===== config.mk =====
export PLATFORM = sky130hd
export DESIGN_NAME = dcsa_top
export DESIGN_NICKNAME = d
export VERILOG_FILES = /design/src/hdl/dcsa_prio.v /design/src/hdl/dcsa_bsc.v /design/src/hdl/dcsa_top.v
export VERILOG_INCLUDE_DIRS = /design/src /design/src/hdl
export SDC_FILE = /design/constraint.sdc
export NUM_CORES = 1
export LEC_CHECK = 0
export BUFFER_PORTS_ARGS = -buffer_cell sky130_fd_sc_hd__buf_2
export CAP_MARGIN = 10
export CELL_PAD_IN_SITES_DETAIL_PLACEMENT = 0
export CELL_PAD_IN_SITES_GLOBAL_PLACEMENT = 1
export CORE_ASPECT_RATIO = 1.1
export CORE_UTILIZATION = 45
export DETAILED_ROUTE_END_ITERATION = 8
export GPL_ROUTABILITY_DRIVEN = 0
export PLACE_DENSITY = 0.87
export SETUP_SLACK_MARGIN = 0.15
export SYNTH_ARGS = -nofsm -noshare
export SYNTH_HDL_FRONTEND = slang
export SYNTH_SLANG_ARGS = --single-unit
export TNS_END_PERCENT = 10

===== constraint.sdc =====
create_clock -name clk_i -period 3 [get_ports clk_i]
set_input_delay 0.15 -clock clk_i [delete_from_list [all_inputs] [get_ports clk_i]]
set_output_delay 0.15 -clock clk_i [all_outputs]
set_load 0.02 [all_outputs]

===== src/hdl/dcsa_defines.vh =====
// register offsets, field positions and codes for the dma channel status arbiter
`ifndef DCSA_DEFINES_VH
`define DCSA_DEFINES_VH
`define DCSA_NCH 4
`define DCSA_OFF_MODE 4'h0
`define DCSA_OFF_BSC 4'h1
`define DCSA_OFF_GLOBAL 4'hF
`define DCSA_ADR_CH_LO 3
`define DCSA_ADR_CH_HI 4
`define DCSA_ADR_REG_LO 2
`define DCSA_ADR_REG_HI 2
`define DCSA_ADR_GLB 5
`define DCSA_B_TEN 0
`define DCSA_B_ACT 1
`define DCSA_B_ERR 2
`define DCSA_B_ESC 3
`define DCSA_B_ESCE 4
`define DCSA_B_END 5
`define DCSA_B_ENDE 6
`define DCSA_B_MODE_LO 8
`define DCSA_B_MODE_HI 9
`define DCSA_B_DUAL 10
`define DCSA_MODE_STEAL 2'h0
`define DCSA_MODE_BURST 2'h1
`define DCSA_MODE_BLOCK 2'h2
`define DCSA_MODE_REPEAT 2'h3
`define DCSA_BURST_TAIL 2'h3
`endif


===== src/hdl/dcsa_prio.v =====
// fixed-priority picker over the channel request lines
module dcsa_prio #(
   parameter NCH = 4
) (
   input wire [NCH-1:0] req_i,
   output reg [NCH-1:0] gnt_o
);
   integer k;
   reg found;
   // lowest index wins
   always @* begin
      gnt_o = {NCH{1'b0}};
      found = 1'b0;
      for (k = 0; k < NCH; k = k + 1) begin
         if (req_i[k] && !found) begin
            gnt_o[k] = 1'b1;
            found = 1'b1;
         end
      end
   end
endmodule // dcsa_prio


===== src/hdl/dcsa_bsc.v =====
// per-channel block size register: held size and reloading down-counter
module dcsa_bsc (
   input wire clk_i,
   input wire rst_i,
   input wire wr_hi_i,
   input wire wr_lo_i,
   input wire [31:0] wdat_i,
   input wire step_i,
   output reg [31:0] val_o,
   output wire last_o
);
   // last unit of a block when the count stands at one
   assign last_o = (val_o[15:0] == 16'h0001);
   // upper half only changes by software; lower half counts down
   always @(posedge clk_i) begin
      if (rst_i) begin
         val_o <= 32'h00000000;
      end else begin
         if (wr_hi_i) begin
            val_o[31:16] <= wdat_i[31:16];
         end
         if (wr_lo_i) begin
            val_o[15:0] <= wdat_i[15:0];
         end else if (step_i) begin
            if (last_o) begin
               val_o[15:0] <= val_o[31:16];
            end else begin
               val_o[15:0] <= val_o[15:0] - 16'h0001;
            end
         end
      end
   end
endmodule // dcsa_bsc


===== src/hdl/dcsa_top.v =====
// status, counter and arbitration logic of a four-channel dma controller
// Functional notes
// upper half holds size, lower counts down
// count reloads from held size, never zero
// word halves of size register writable separately
// software leaves size alone while transferring
// enable cleared on end, errors, reset, write
// software writes only enable while enabled; the code also takes ESCE, ENDE and the error flag clear then
// active low when idle or waiting requests
// block mode finishes whole block after stop
// burst may do three units after stop
// abort clears all enables, sets error flag
// escape conditions set escape flag, interrupt
// flags set when active drops after cycle
// re-enable clears escape flag and request
// transfer end flag set, interrupt when enabled
// re-enable clears end flag and request
// channel zero highest, channel three lowest
// pick best other channel, masters first
// no switching inside burst or block
// read and write stay bus-locked together
// cycle steal releases bus per unit
// burst runs back to back until end
// block mode releases bus after block
//
// The address map and the Wishbone register port were decided locally.
`include "dcsa_defines.vh"
module dcsa_top #(
   parameter NCH = 4
) (
   input wire clk_i,
   input wire rst_i,
   input wire [31:0] adr_i,
   input wire [31:0] dat_i,
   output reg [31:0] dat_o,
   input wire we_i,
   input wire [3:0] sel_i,
   input wire cyc_i,
   input wire stb_i,
   output reg ack_o,
   output wire err_o,
   input wire [NCH-1:0] xfer_req_i,
   input wire other_master_req_i,
   input wire unit_done_i,
   input wire total_done_i,
   input wire [NCH-1:0] escape_cond_i,
   input wire nmi_i,
   input wire addr_error_i,
   input wire standby_i,
   output wire [NCH-1:0] grant_o,
   output wire unit_read_o,
   output wire bus_lock_o,
   output wire [NCH-1:0] escape_irq_o,
   output wire [NCH-1:0] transfer_end_irq_o
);
   localparam S_IDLE = 3'b001;
   localparam S_RD = 3'b010;
   localparam S_WR = 3'b100;
   // requests, escapes, other master, nmi, address error, standby synchronised: two flops before use
   reg [NCH-1:0] req_s1_ff, req_s2_ff;
   reg [NCH-1:0] esc_s1_ff, esc_s2_ff;
   reg om_s1_ff, om_s2_ff, nmi_s1_ff, nmi_s2_ff, ae_s1_ff, ae_s2_ff, sb_s1_ff, sb_s2_ff;
   always @(posedge clk_i) begin
      if (rst_i) begin
         req_s1_ff <= {NCH{1'b0}};
         req_s2_ff <= {NCH{1'b0}};
         esc_s1_ff <= {NCH{1'b0}};
         esc_s2_ff <= {NCH{1'b0}};
         {om_s1_ff, om_s2_ff, nmi_s1_ff, nmi_s2_ff} <= 4'h0;
         {ae_s1_ff, ae_s2_ff, sb_s1_ff, sb_s2_ff} <= 4'h0;
      end else begin
         req_s1_ff <= xfer_req_i;
         req_s2_ff <= req_s1_ff;
         esc_s1_ff <= escape_cond_i;
         esc_s2_ff <= esc_s1_ff;
         om_s1_ff <= other_master_req_i;
         om_s2_ff <= om_s1_ff;
         nmi_s1_ff <= nmi_i;
         nmi_s2_ff <= nmi_s1_ff;
         ae_s1_ff <= addr_error_i;
         ae_s2_ff <= ae_s1_ff;
         sb_s1_ff <= standby_i;
         sb_s2_ff <= sb_s1_ff;
      end
   end
   // per-channel mode and status state
   reg [NCH-1:0] ten_ff, act_ff, esc_ff, end_ff, esce_ff, ende_ff, dual_ff, pend_ff;
   reg [1:0] mode_ff [0:NCH-1];
   reg err_ff;
   reg [2:0] st_ff;
   reg [NCH-1:0] cur_ff;
   reg [1:0] tail_ff;
   reg stopped_ff;
   reg [NCH-1:0] escl_ff; // escape condition latched until cycle ends
   reg err_ack_ff;
   // bus slave decode; no new take while either answer stands
   wire acc = cyc_i && stb_i && !ack_o && !err_ack_ff;
   wire glb = adr_i[`DCSA_ADR_GLB];
   wire [1:0] ach = adr_i[`DCSA_ADR_CH_HI:`DCSA_ADR_CH_LO];
   wire areg = adr_i[`DCSA_ADR_REG_HI:`DCSA_ADR_REG_LO];
   wire hit = !glb || (adr_i[5:2] == `DCSA_OFF_GLOBAL);
   wire wr = acc && we_i && hit;
   wire [31:0] bsc_val [0:NCH-1];
   wire [NCH-1:0] bsc_last;
   wire [NCH-1:0] step;
   function is_ch;
      input [1:0] c;
      input [1:0] idx;
      begin
         is_ch = (c == idx);
      end
   endfunction
   // one-cycle ack; unmapped global words answer err
   always @(posedge clk_i) begin
      if (rst_i) begin
         ack_o <= 1'b0;
      end else begin
         ack_o <= acc && hit;
      end
   end
   always @(posedge clk_i) begin
      if (rst_i) begin
         err_ack_ff <= 1'b0;
      end else begin
         err_ack_ff <= acc && !hit;
      end
   end
   assign err_o = err_ack_ff;
   wire wr_mode = wr && !glb && (areg == 1'b0) && sel_i[0];
   wire abort = nmi_s2_ff || ae_s2_ff;
   // arbitration among pending channels
   wire [NCH-1:0] elig = pend_ff & ten_ff & ~cur_ff;
   wire [NCH-1:0] pick;
   dcsa_prio #(.NCH(NCH)) u_prio (
      .req_i(elig),
      .gnt_o(pick)
   );
   wire [1:0] cmode = (cur_ff[0]) ? mode_ff[0] : (cur_ff[1]) ? mode_ff[1] :
                      (cur_ff[2]) ? mode_ff[2] : mode_ff[3];
   wire cdual = |(cur_ff & dual_ff);
   wire cten = |(cur_ff & ten_ff);
   wire clast = |(cur_ff & bsc_last);
   wire cesc = |(cur_ff & (escl_ff | esc_s2_ff));
   // unit end: write of a dual unit or the single cycle
   wire unit_end = unit_done_i && ((st_ff == S_WR) || ((st_ff == S_RD) && !cdual));
   wire burst_go = cten || (stopped_ff && tail_ff != 2'h0);
   wire block_go = (cmode == `DCSA_MODE_BLOCK) && !clast;
   wire keep = !total_done_i && !cesc && !abort &&
               (((cmode == `DCSA_MODE_BURST) && burst_go) || block_go);
   assign step = unit_end ? cur_ff : {NCH{1'b0}};
   assign grant_o = cur_ff;
   assign unit_read_o = (st_ff == S_RD);
   assign bus_lock_o = (st_ff == S_WR) || (st_ff == S_RD && cdual);
   assign escape_irq_o = esc_ff & esce_ff;
   assign transfer_end_irq_o = end_ff & ende_ff;
   // transfer sequencer
   always @(posedge clk_i) begin
      if (rst_i) begin
         st_ff <= S_IDLE;
         cur_ff <= {NCH{1'b0}};
         tail_ff <= 2'h0;
         stopped_ff <= 1'b0;
      end else begin
         case (st_ff)
            S_IDLE: begin
               // other masters get their cycle first
               if (!om_s2_ff && (|pick) && !abort) begin
                  cur_ff <= pick;
                  st_ff <= S_RD;
                  stopped_ff <= 1'b0;
               end
            end
            S_RD: begin
               if (unit_done_i) begin
                  if (cdual) begin
                     st_ff <= S_WR;
                  end else if (keep) begin
                     st_ff <= S_RD;
                  end else begin
                     st_ff <= S_IDLE;
                     cur_ff <= {NCH{1'b0}};
                  end
               end
            end
            S_WR: begin
               if (unit_done_i) begin
                  if (keep) begin
                     st_ff <= S_RD;
                  end else begin
                     st_ff <= S_IDLE;
                     cur_ff <= {NCH{1'b0}};
                  end
               end
            end
            default: begin
               st_ff <= S_IDLE;
               cur_ff <= {NCH{1'b0}};
            end
         endcase
         // burst tail after a software stop
         if (wr_mode && !dat_i[`DCSA_B_TEN] && (|(cur_ff & (4'h1 << ach))) &&
             (cmode == `DCSA_MODE_BURST) && !stopped_ff) begin
            stopped_ff <= 1'b1;
            tail_ff <= `DCSA_BURST_TAIL;
         end else if (unit_end && stopped_ff && tail_ff != 2'h0) begin
            tail_ff <= tail_ff - 2'h1;
         end
      end
   end
   // per-channel status bits and software control
   genvar g;
   generate
      for (g = 0; g < NCH; g = g + 1) begin : g_ch
         wire me_wr = wr_mode && is_ch(ach, g);
         wire mine = cur_ff[g];
         wire fin = mine && unit_end && !keep;
         wire resume = me_wr && dat_i[`DCSA_B_TEN] && !ten_ff[g];
         dcsa_bsc u_bsc (
            .clk_i(clk_i),
            .rst_i(rst_i),
            .wr_hi_i(wr && !glb && is_ch(ach, g) && areg && (sel_i[3] | sel_i[2])),
            .wr_lo_i(wr && !glb && is_ch(ach, g) && areg && (sel_i[1] | sel_i[0])),
            .wdat_i(dat_i),
            .step_i(step[g]),
            .val_o(bsc_val[g]),
            .last_o(bsc_last[g])
         );
         always @(posedge clk_i) begin
            if (rst_i) begin
               ten_ff[g] <= 1'b0;
               act_ff[g] <= 1'b0;
               esc_ff[g] <= 1'b0;
               end_ff[g] <= 1'b0;
               esce_ff[g] <= 1'b0;
               ende_ff[g] <= 1'b0;
               dual_ff[g] <= 1'b0;
               pend_ff[g] <= 1'b0;
               escl_ff[g] <= 1'b0;
               mode_ff[g] <= `DCSA_MODE_STEAL;
            end else begin
               if (me_wr) begin
                  esce_ff[g] <= dat_i[`DCSA_B_ESCE];
                  ende_ff[g] <= dat_i[`DCSA_B_ENDE];
                  if (!ten_ff[g]) begin
                     mode_ff[g] <= dat_i[`DCSA_B_MODE_HI:`DCSA_B_MODE_LO];
                     dual_ff[g] <= dat_i[`DCSA_B_DUAL];
                  end
               end
               // enable: end events and aborts win over a software set
               if (abort || sb_s2_ff || (fin && (total_done_i || cesc))) begin
                  ten_ff[g] <= 1'b0;
               end else if (me_wr) begin
                  ten_ff[g] <= dat_i[`DCSA_B_TEN];
               end
               // latch escape condition until the bus cycle completes
               if (mine && esc_s2_ff[g]) begin
                  escl_ff[g] <= 1'b1;
               end else if (fin || !mine) begin
                  escl_ff[g] <= 1'b0;
               end
               // active while owning the bus, incl. stop tails
               if (mine && st_ff != S_IDLE && !fin) begin
                  act_ff[g] <= 1'b1;
               end else begin
                  act_ff[g] <= 1'b0;
               end
               // flags rise as active drops; set wins over clear
               if (fin && cesc) begin
                  esc_ff[g] <= 1'b1;
               end else if (resume) begin
                  esc_ff[g] <= 1'b0;
               end
               if (fin && total_done_i) begin
                  end_ff[g] <= 1'b1;
               end else if (resume) begin
                  end_ff[g] <= 1'b0;
               end
               // pending request; discarded on resume
               if (resume) begin
                  pend_ff[g] <= 1'b0;
               end else if (req_s2_ff[g] && ten_ff[g]) begin
                  pend_ff[g] <= 1'b1;
               end else if (mine && st_ff == S_IDLE) begin
                  pend_ff[g] <= 1'b0;
               end else if (!ten_ff[g]) begin
                  pend_ff[g] <= 1'b0;
               end
            end
         end
      end
   endgenerate
   // error flag of channel zero
   always @(posedge clk_i) begin
      if (rst_i) begin
         err_ff <= 1'b0;
      end else if (abort) begin
         err_ff <= 1'b1;
      end else if (wr_mode && is_ch(ach, 2'h0) && !dat_i[`DCSA_B_ERR]) begin
         err_ff <= 1'b0;
      end
   end
   // read mux, registered
   always @(posedge clk_i) begin
      if (rst_i) begin
         dat_o <= 32'h00000000;
      end else if (acc && !we_i) begin
         if (glb) begin
            dat_o <= {28'h0000000, act_ff};
         end else if (areg) begin
            dat_o <= bsc_val[ach];
         end else begin
            dat_o <= {21'h000000, dual_ff[ach], mode_ff[ach], 1'b0, ende_ff[ach],
                      end_ff[ach], esce_ff[ach], esc_ff[ach],
                      err_ff & (ach == 2'h0), act_ff[ach], ten_ff[ach]};
         end
      end
   end
endmodule // dcsa_top


# Yosys cells after proc, flatten, opt, wreduce, memory -nomap -nowiden
# Memory sizes are Yosys's and may differ from the RTL's.
# Cells that the tools add are included.
# op_classes
n_addsub	5
order_cmp	2
n_eq_ne	22
n_shift	1
mux	118
n_bitwise	24
n_reduce_logical	189
# op_table
cell	n
$mux 16	12
$mux 32	4
$logic_and 1x1->1	100
$mux 1	72
$bmux 32 s2	1
$eq 16x1->1 const B	4
$sub 16x1->16 const B	4
$reduce_bool 2->1	21
$and 4x4->4	9
$logic_not 1->1	30
$mux 4	6
$reduce_or 4->1	6
$mux 2	10
$logic_or 1x1->1	16
$reduce_or 2->1	8
$ne 3x1->1 const B	5
$bmux 1 s2	7
$mux 3	4
$pmux 4 s3	1
$reduce_and 2->1	5
$pmux 3 s3	1
$ne 2x2->1 const B	4
$eq 2x2->1 const B	3
$or 1x1->1	6
17 further kinds	22
# word_totals
regBits	233
ramBits	8
input_bits	87
n_memories	1
# mem_list
memory	words	word_bits	read_ports	rd_ports_with_merged_regs	wr	line	source
mode_ff	4	2	5	0	4	dcsa_top.v:88	reg [1:0] mode_ff [0:NCH-1];

# Longest topological paths before layout
# Gate-level depths: netlist (run 1).
# depth
word_depth	18
depth_mapped	10

# Hierarchy
# A second synthesis (run 1) with hierarchy kept.
# hier_totals
hier_cells	1459
hier_area_um2	13311.5
# by_module_without_submodules
module	n_inst	cells_each	area_per_inst_um2	seq_area_each_um2
dcsa_bsc	4	220	1905.6	640.6
dcsa_top	1	575	5652.9	2342.2
dcsa_prio	1	4	36.3	0.0

# Worst setup path before layout (run 1)
# No wires, ideal clock.
# synth_timing
kind	register -> register
startpoint	reg g_ch[3].u_bsc.val_o[1]
endpoint	reg st_ff[0]
setup_time_ns	0.127
arrival_ns	2.115
setup_slack_ns	0.758
stages_incl_launch_ff	10
period_less_slack_ns	2.242
path_cell_list	dfxtp_1 > inv_1 > ha_1 > nor2b_1 > and2_1 > clkbuf_1 > a311o_2 > nor3_4 > nor2_2 > or3_1
# synth_between
elab_chain_cells	11
elab_cells_between_ends	12
cone_classes	eq/ne (1); mux (5); bitwise (1); reduce/logical (5)
# synth_lines
item	line	source
from (decl)	dcsa_bsc.v:9	output reg [31:0] val_o,
from (signal assigned)	dcsa_bsc.v:23	val_o[15:0] <= wdat_i[15:0];
from (signal assigned)	dcsa_bsc.v:26	val_o[15:0] <= val_o[31:16];
from (signal assigned)	dcsa_bsc.v:28	val_o[15:0] <= val_o[15:0] - 16'h0001;
$eq 16x1->1 (*)	dcsa_bsc.v:13	assign last_o = (val_o[15:0] == 16'h0001);
$and 4x4->4 (*)	dcsa_top.v:142	wire clast = |(cur_ff & bsc_last);
$reduce_or 4->1 (*)	dcsa_top.v:142	
$logic_not 1->1 (*)	dcsa_top.v:147	wire block_go = (cmode == `DCSA_MODE_BLOCK) && !clast;
$logic_and 1x1->1 (*)	dcsa_top.v:147	
$logic_or 1x1->1 (*)	dcsa_top.v:149	(((cmode == `DCSA_MODE_BURST) && burst_go) || block_go);
$logic_and 1x1->1 (*)	dcsa_top.v:148	wire keep = !total_done_i && !cesc && !abort &&
$mux 2 (*)	dcsa_top.v:177, dcsa_top.v:187	
$mux 3	dcsa_top.v:175	if (cdual) begin
$mux 3	dcsa_top.v:174	if (unit_done_i) begin
$pmux 3 s3 (*)	dcsa_top.v:164	case (st_ff)
to (signal assigned)	dcsa_top.v:176	st_ff <= S_WR;
to (signal assigned)	dcsa_top.v:178	st_ff <= S_RD;
to (signal assigned)	dcsa_top.v:188	st_ff <= S_RD;
to (decl)	dcsa_top.v:90	reg [2:0] st_ff;
# Mark *: on every way between the ends. The rest lies on a longest branch, timed or not. The select of a mux whose other input is x is not followed.
# A chain may end at the register's enable or synchronous reset.

# Final worst setup path (run 1)
# layout_timing
startpoint	reg cur_ff[0], in the netlist grant_o[0]
endpoint	reg st_ff[0]
# layout_between
elab_chain_cells	17
elab_cells_between_ends	44
cone_classes	eq/ne (3); mux (12); bitwise (6); reduce/logical (23)
# layout_lines
item	line	source
from (decl)	dcsa_top.v:91	reg [NCH-1:0] cur_ff;
from (signal assigned)	dcsa_top.v:160	cur_ff <= {NCH{1'b0}};
from (signal assigned)	dcsa_top.v:168	cur_ff <= pick;
from (signal assigned)	dcsa_top.v:181	cur_ff <= {NCH{1'b0}};
$not 4->4	dcsa_top.v:132	wire [NCH-1:0] elig = pend_ff & ten_ff & ~cur_ff;
$and 4x4->4	dcsa_top.v:132	
$mux 1	dcsa_prio.v:15	if (req_i[k] && !found) begin
$logic_not 1->1	dcsa_prio.v:15	
$logic_and 1x1->1	dcsa_prio.v:15	
$mux 1	dcsa_prio.v:15	
$logic_not 1->1	dcsa_prio.v:15	
$logic_and 1x1->1	dcsa_prio.v:15	
$mux 1	dcsa_prio.v:15	
$logic_not 1->1	dcsa_prio.v:15	
$logic_and 1x1->1	dcsa_prio.v:15	
$mux 1	dcsa_prio.v:15	
$reduce_or 4->1	dcsa_top.v:167	if (!om_s2_ff && (|pick) && !abort) begin
$logic_and 1x1->1 (2 in a row)	dcsa_top.v:167	
$ne 2x2->1 (no line)	--	
$reduce_and 3->1 (no line)	--	
to (signal assigned)	dcsa_top.v:169	st_ff <= S_RD;
to (signal assigned)	dcsa_top.v:176	
to (signal assigned)	dcsa_top.v:178	
# Several ways; a longest one is shown, not always the timed one. The select of a mux whose other input is x is not followed.

==> impl_metrics.tcl, run 1 <==
set metrics [dict create \
    final-max-slew-violation-count 0 \
    crit_fanout 17 \
    p_per_area_nw_per_um2 480 \
    critical_path_class "reg2reg" \
    netlist_instances 1415 \
    dpl.cell_count 1815 \
    final_cell_count_no_fill 1907 \
    ant_nets 0 \
    wire_per_inst_microns 21.9 \
    largest_reg_flops 128 \
    yosysMostFrequentCell "dfxtp_1" \
    yosysTopAreaCell "dfxtp_1" \
    drtIter0Drc 1322 \
    cts_made_buffers 27 \
    grt_pass1_vias 10700 \
    required_ns 3.42 \
    topRoutingLayerUsed "met4" \
    area_growth_pct 17.7 \
    fin_crit_sh_pct 89.0 \
    h-tree-depth 1 \
    p_sw_w 0.00169 \
    grt_overflow 0 \
    p_int_w 0.00538 \
    worstPathArrival_ns 3.09 \
    postCtsSetupBuffers 0 \
    swShare_pct 23.9 \
    seq_area_frac_synth_pct 39.2 \
    clkLatencyLatePin_ns 0.55 \
    fin_tns_setup_ns 0 \
    synthFlopType "dfxtp_1" \
    synth_edf_count 8 \
    rows 63 \
    top_regs "g_ch.u_bsc.val_o x128, dat_o x32, mode_ff x8" \
    dp_hpwl_microns 30300 \
    die_w_microns 161 \
    yosysWarnings 0 \
    fin_crit_ns 2.67 \
    wl_met3_microns 3970 \
    power_frac_seq_pct 46.1 \
    avgSynthCellArea_sq_um 8.85 \
    max-clock-path-buffers 3 \
    grt_use_total_pct 28.8 \
    top_register "g_ch.u_bsc.val_o" \
    drc 0 \
    antenna_found_initial 0 \
    ys_top_cells_by_area "dfxtp_1 37%, mux2i_1 7.4%, mux4_2 7.4%" \
    design.core.area_sq_um 27100 \
    clk_pin_slew_ns 0.06 \
    vdd_drop_max_mv 0.469 \
    synth_commonest_cells "233 x dfxtp_1, 211 x nor2_1, 93 x mux2i_1" \
    die_area_sq_um 28500 \
    wl_met2_microns 19000 \
    pwr-share-clk_pct 47.8 \
    grt_setup_unrepaired "no" \
    postCtsHoldBufs 42 \
    hold_class "in2reg" \
    cts.sinks 241 \
    portBuffers 106 \
    ctsResizeCount 0 \
    cp-end-kind "register" \
    whs_ns 0.0124 \
    grt_pass1_wl_microns 63100 \
    final_util_pct 54.4 \
    final.fill_count 2488 \
    max_cap_viol_count 0 \
    synthDominantCellAreaShare_pct 37.3 \
    first_pass_iters 5 \
    register_area_sq_um 4900 \
    async_reset_ff_share_pct 0 \
    met1_length_microns 17400 \
    syn_area_sq_um 12500 \
    routed_wl_microns 41700 \
    finalSetupViolCount 0 \
    hold_violations 0 \
    skew_ns 0.0190 \
    slew_headroom_pct 22.4 \
    outcome "complete, no violations" \
    multiInputGateArea_sq_um 7040 \
    vias 11600 \
    nets 1625 \
    crit_path_start_kind "register" \
    synth_seq_cells 241 \
    power_leakage_nw 5.72 \
    drive_above_1_share_pct 18.0 \
    tritoncts "yes" \
    yosysUniqueCellTypes 83 \
    start_util_pct 46.2 \
    max_freq_mhz 375 \
    die_h_microns 177 \
    via_per_inst 6.11 \
    tightest_slew_ns 1.16 \
    grt_max_degree 97 \
    clock-root-buffer "clkbuf_16" \
    pwr-share-comb_pct 6.0 \
    synth_nets 1511 \
    power.total_w 0.00707 \
    ioPinCount 135 \
]
[through the flow]
stage / instance area (sq um) / setup slack, ns
after floorplan: 12500 / 0.758
after global placement: 13400 / 0.433
after detailed placement: 13400 / 0.422
after CTS: 14700 / 0.399
after global routing: 14700 / 0.231
final: 14700 / 0.330
[layer usage]
metal  vias up  GRT usage (%)
met5         -              0
met4         0           9.87
met3        80           5.39
met2       547           45.9
met1      5639           38.9
li1       5383              -
[kinds of logic (layout without fill, tap and decap cells)]
| family | Yosys count | after routing | synth area share [%] |
|---|---|---|---|
| multiplexers | 143 | 143 | 15.7 |
| flip-flops | 241 | 241 | 39.2 |
| AO/OA/AOI/OAI | 323 | 323 | 17.4 |
| AND/OR/NAND/NOR | 548 | 548 | 21.6 |
| other | 0 | 1 | 0 |
| XOR/XNOR | 8 | 8 | 0.559 |
| buffers and inverters | 143 | 277 | 4.69 |
| adder cells (fa/ha/maj) | 9 | 9 | 0.899 |
[final cells by class]
type                            count  share of cell area [%]
Tap cell                          357                    3.03
Clock buffer                       37                    5.45
Antenna cell                        1                  0.0170
Sequential cell                   241                    33.3
Multi-Input combinational cell   1031                    47.7
Inverter                           37                   0.942
Timing Repair Buffer              191                    8.85
Clock inverter                     12                   0.730
[cell usage in the layout (no fill, tap or decap), drive strengths merged, types with 8 or more instances in the layout]
master,n
buf,149
nand4,12
o211ai,15
edfxtp,8
dfxtp,233
dlygate4sd3,42
nand2,88
nor4,13
and2,14
mux4,42
nand2b,22
mux2i,93
nor2b,32
a21oi,80
o21ai,60
nand3,37
mux2,8
o31ai,9
a311oi,12
or2,11
inv,41
nor3,55
a211oi,19
a22oi,42
clkbuf,37
nor2,216
a2bb2oi,9
or3,15
o22ai,18
ha,9
[worst max-delay path: stages, from the launching register on]
cell and delay, ns:
dfxtp_1 0.84, nor2_1 0.15, a221o_1 0.38, a311o_2 0.42
nor3_4 0.30, nor2_2 0.12, or3_1 0.35
[power by group through the flow]
stage	Clock (W)	Sequential, W	Combinational, W
final	0.00338	0.00326	0.000427
after global routing	0.00354	0.00326	0.000457
after CTS	0.00340	0.00326	0.000420
after detailed placement	0	0.00333	0.000377
after global placement	0	0.00333	0.000374
after floorplan	0	0.00333	0.000235
[final timing paths]
path | from | endpoint | slack, ns | depth (start not counted)
hold reg to reg | ae_s1_ff | ae_s2_ff | 0.43 | 1
setup reg to reg | grant_o[0] | st_ff[0] | 0.33 | 6
hold / removal | unit_done_i | st_ff[2] | 0.01 | 3
setup / recovery | grant_o[0] | st_ff[0] | 0.33 | 6
Note: power is estimated with default switching activity, not from simulation.
==> run 2, diff against run 1 <==
--- a/config.mk
+++ b/config.mk
@@ -10,13 +10,13 @@
 export CAP_MARGIN = 10
 export CELL_PAD_IN_SITES_DETAIL_PLACEMENT = 0
 export CELL_PAD_IN_SITES_GLOBAL_PLACEMENT = 1
-export CORE_ASPECT_RATIO = 1.1
 export CORE_UTILIZATION = 45
 export DETAILED_ROUTE_END_ITERATION = 8
 export GPL_ROUTABILITY_DRIVEN = 0
-export PLACE_DENSITY = 0.87
+export PLACE_DENSITY = 0.86
 export SETUP_SLACK_MARGIN = 0.15
 export SYNTH_ARGS = -nofsm -noshare
 export SYNTH_HDL_FRONTEND = slang
+export SYNTH_HIERARCHICAL = 1
 export SYNTH_SLANG_ARGS = --single-unit
 export TNS_END_PERCENT = 10
==> run 2 against run 1 <==
Sequential share of layout area shrank 1.5 points. Area after synthesis is 6.3% higher. Clock power is 2% higher. First-iteration DRC count grew 9.2%. Via count increased by 3.8%. Non-clock buffer count is 13 lower. Register-to-register slack got worse by 0.06 ns. Utilization decreased by 1.1 points. Global-route usage is 0.084 points lower. Routed wire length up 6.0%. Worst setup slack lost 0.064 ns. Critical path type unchanged. Largest cell class unchanged.
==> impl_metrics.tcl, run 2 <==
set metrics [dict create \
    synth_commonest_cells "233 x dfxtp_1, 215 x nor2_1, 116 x a21oi_1" \
    syn_area_sq_um 13300 \
    vias 12100 \
    ys_top_cells_by_area "dfxtp_1 35%, mux4_2 7.1%, mux2i_1 6.1%" \
    slowest_stage "dfxtp_1" \
    p_per_area_nw_per_um2 463 \
    slew_headroom_pct 32.0 \
    routed_wl_microns 44200 \
    rows 62 \
    grt_use_total_pct 28.7 \
    power_leakage_nw 5.97 \
    crit_path_start_kind "register" \
    drc 0 \
    tritoncts "yes" \
    grt_max_degree 123 \
    ioPinCount 135 \
    drtIter0Drc 1443 \
    mostFrequentLayoutCell "dfxtp_1" \
    clk_pin_slew_ns 0.06 \
    synthFlopType "dfxtp_1" \
    crit_fanout 8 \
    grt_pass1_wl_microns 67300 \
    grt_overflow 0 \
    start_util_pct 46.0 \
    whs_path_depth 3 \
    max_freq_mhz 366 \
    fin_crit_ns 2.73 \
    die_w_microns 174 \
    worstPathArrival_ns 3.15 \
    tightest_slew_ns 1.01 \
    fin_tns_setup_ns 0 \
    largest_reg_flops 128 \
    required_ns 3.42 \
    critical_path_class "reg2reg" \
    grt_pass1_vias 11100 \
    synthDominantCellAreaShare_pct 35.0 \
    die_h_microns 174 \
    area_growth_pct 15.8 \
    yosysMostFrequentCell "dfxtp_1" \
    cts.sinks 241 \
    top_register "g_ch.u_bsc/val_o" \
    avgSynthCellArea_sq_um 9.12 \
    drive_above_1_share_pct 21.0 \
    yosysWarnings 6 \
    async_reset_ff_share_pct 0 \
    synth_nets 1555 \
    dpl.cell_count 1880 \
    top_regs "g_ch.u_bsc/val_o x128, dat_o x32, mode_ff x8" \
    crit_chain "inv_1 -> ha_1 -> nor4b_4 -> nand2_2 -> or2_1 -> clkinv_4 -> a22o_1 -> a221oi_1 -> and3_1 -> o21ai_1 -> a211o_1" \
    clock-root-buffer "clkbuf_16" \
    design.core.area_sq_um 28900 \
    wire_per_inst_microns 22.5 \
    final-max-slew-violation-count 0 \
    hold_class "in2reg" \
    portBuffers 106 \
    max_cap_viol_count 0 \
    yosysTopAreaCell "dfxtp_1" \
    vdd_drop_max_mv 0.359 \
    yosysUniqueCellTypes 73 \
    dp_hpwl_microns 31700 \
    clkLatencyLatePin_ns 0.54 \
    cts_made_buffers 27 \
    critPathMaxStageDelay_ns 0.49 \
    finalSetupViolCount 0 \
    outcome "complete, no violations" \
    fin_crit_sh_pct 91.1 \
    r2r_cells 11 \
    antenna_found_initial 2 \
    cp-end-kind "register" \
    ant_nets 0 \
    netlist_instances 1459 \
    first_pass_iters 6 \
    seq_area_frac_synth_pct 36.8 \
    grt_setup_unrepaired "yes" \
    skew_ns 0.0151 \
    h-tree-depth 1 \
    max-clock-path-buffers 3 \
    synth_seq_cells 241 \
    die_area_sq_um 30300 \
    via_per_inst 6.16 \
    final_cell_count_no_fill 1964 \
    postCtsSetupBuffers 0 \
    synth_edf_count 8 \
    layout_common_cells "233 x dfxtp_1, 207 x nor2_1, 116 x a21oi_1" \
    hold_violations 0 \
    nets 1654 \
]
-- run 2: cell count changes in the layout (fill, tap and decap cells not counted), moves of 12 or more --
cell	previous run	this run
nand2_1	88	62
mux2i_1	93	81
a21oi_1	79	116
o211ai_1	15	2
inv_1	37	25
nand3_1	37	14
nor3b_1	6	56
a311oi_1	12	0
o21ai_1	3	25
xnor2_1	4	17
o32ai_2	0	20
nor3_1	52	38
-- run 2: final timing paths --
check	startpoint	endpoint	slack (ns)
max	g_ch[0].u_bsc/val_o[1]	st_ff[0]	0.27
min	dat_i[14]	g_ch[3].u_bsc/val_o[14]	0.04
max reg2reg	g_ch[0].u_bsc/val_o[1]	st_ff[0]	0.27
min reg2reg	esc_s1_ff[3]	esc_s2_ff[3]	0.44
-- run 2: cells by family after synthesis --
logic type / synth area share (%)
buf+inv: 4.78
flops: 36.8
xor+xnor: 1.64
compound gates: 19.1
fa+ha+maj: 0.846
simple gates: 23.0
mux: 13.8
-- run 2: layout make-up --
type	count	area (sq um)
Inverter	29	129
Tap cell	384	480
Clock buffer	35	757
Fill cell	2616	13500
Clock inverter	15	169
Timing Repair Buffer	178	1180
Multi-Input combinational cell	1081	7800
Antenna cell	1	2.50
Sequential cell	241	4900
-- run 2: metrics by stage --
step	worst slack, ns	cell area (sq um)	hold slack (ns)	power [W]	utilization (%)
floorplan	0.207	13300	0.278	0.00355	-
global placement	0.368	14200	0.356	0.00371	48.9
detailed placement	0.310	14200	0.363	0.00371	48.9
CTS	0.286	15400	0.0144	0.00716	53.3
global route	0.147	15400	0.0288	0.00734	53.3
finish	0.266	15400	0.0362	0.00714	53.3
-- run 2: what timing repair did --
item                                    in CTS  in global routing
hold endpoints to repair                    89                  0
hold buffers                                33                  0
resized for setup                            0                  1
endpoints found under the setup margin       0                 20
-- run 2: where the power goes --
part           switching [W]  total [W]  internal, W
Clock                0.00141    0.00346      0.00204
Combinational       0.000259   0.000419     0.000160
Sequential         0.0000205    0.00326      0.00324
Total                0.00169    0.00714      0.00545
-- run 2: layer usage --
| metal | share of wire [%] | global-route usage [%] | wire length (microns) | vias to the layer above |
|---|---|---|---|---|
| met3 | 9.5 | 4.20 | 4210 | 89 |
| met2 | 43 | 42.7 | 19200 | 573 |
| li1 | - | - | - | 5550 |
| met5 | 0.027 | 0 | 12 | - |
| met4 | 3.8 | 10.6 | 1670 | 2 |
| met1 | 43 | 41.8 | 19100 | 5878 |
-- run 2: critical path, delay by kind of cell (launching register included) --
family          cells  cell delay [ns]
simple gates        4             0.72
flops               1             0.49
fa+ha+maj           1             0.21
compound gates      4             0.97
buf+inv             2             0.23
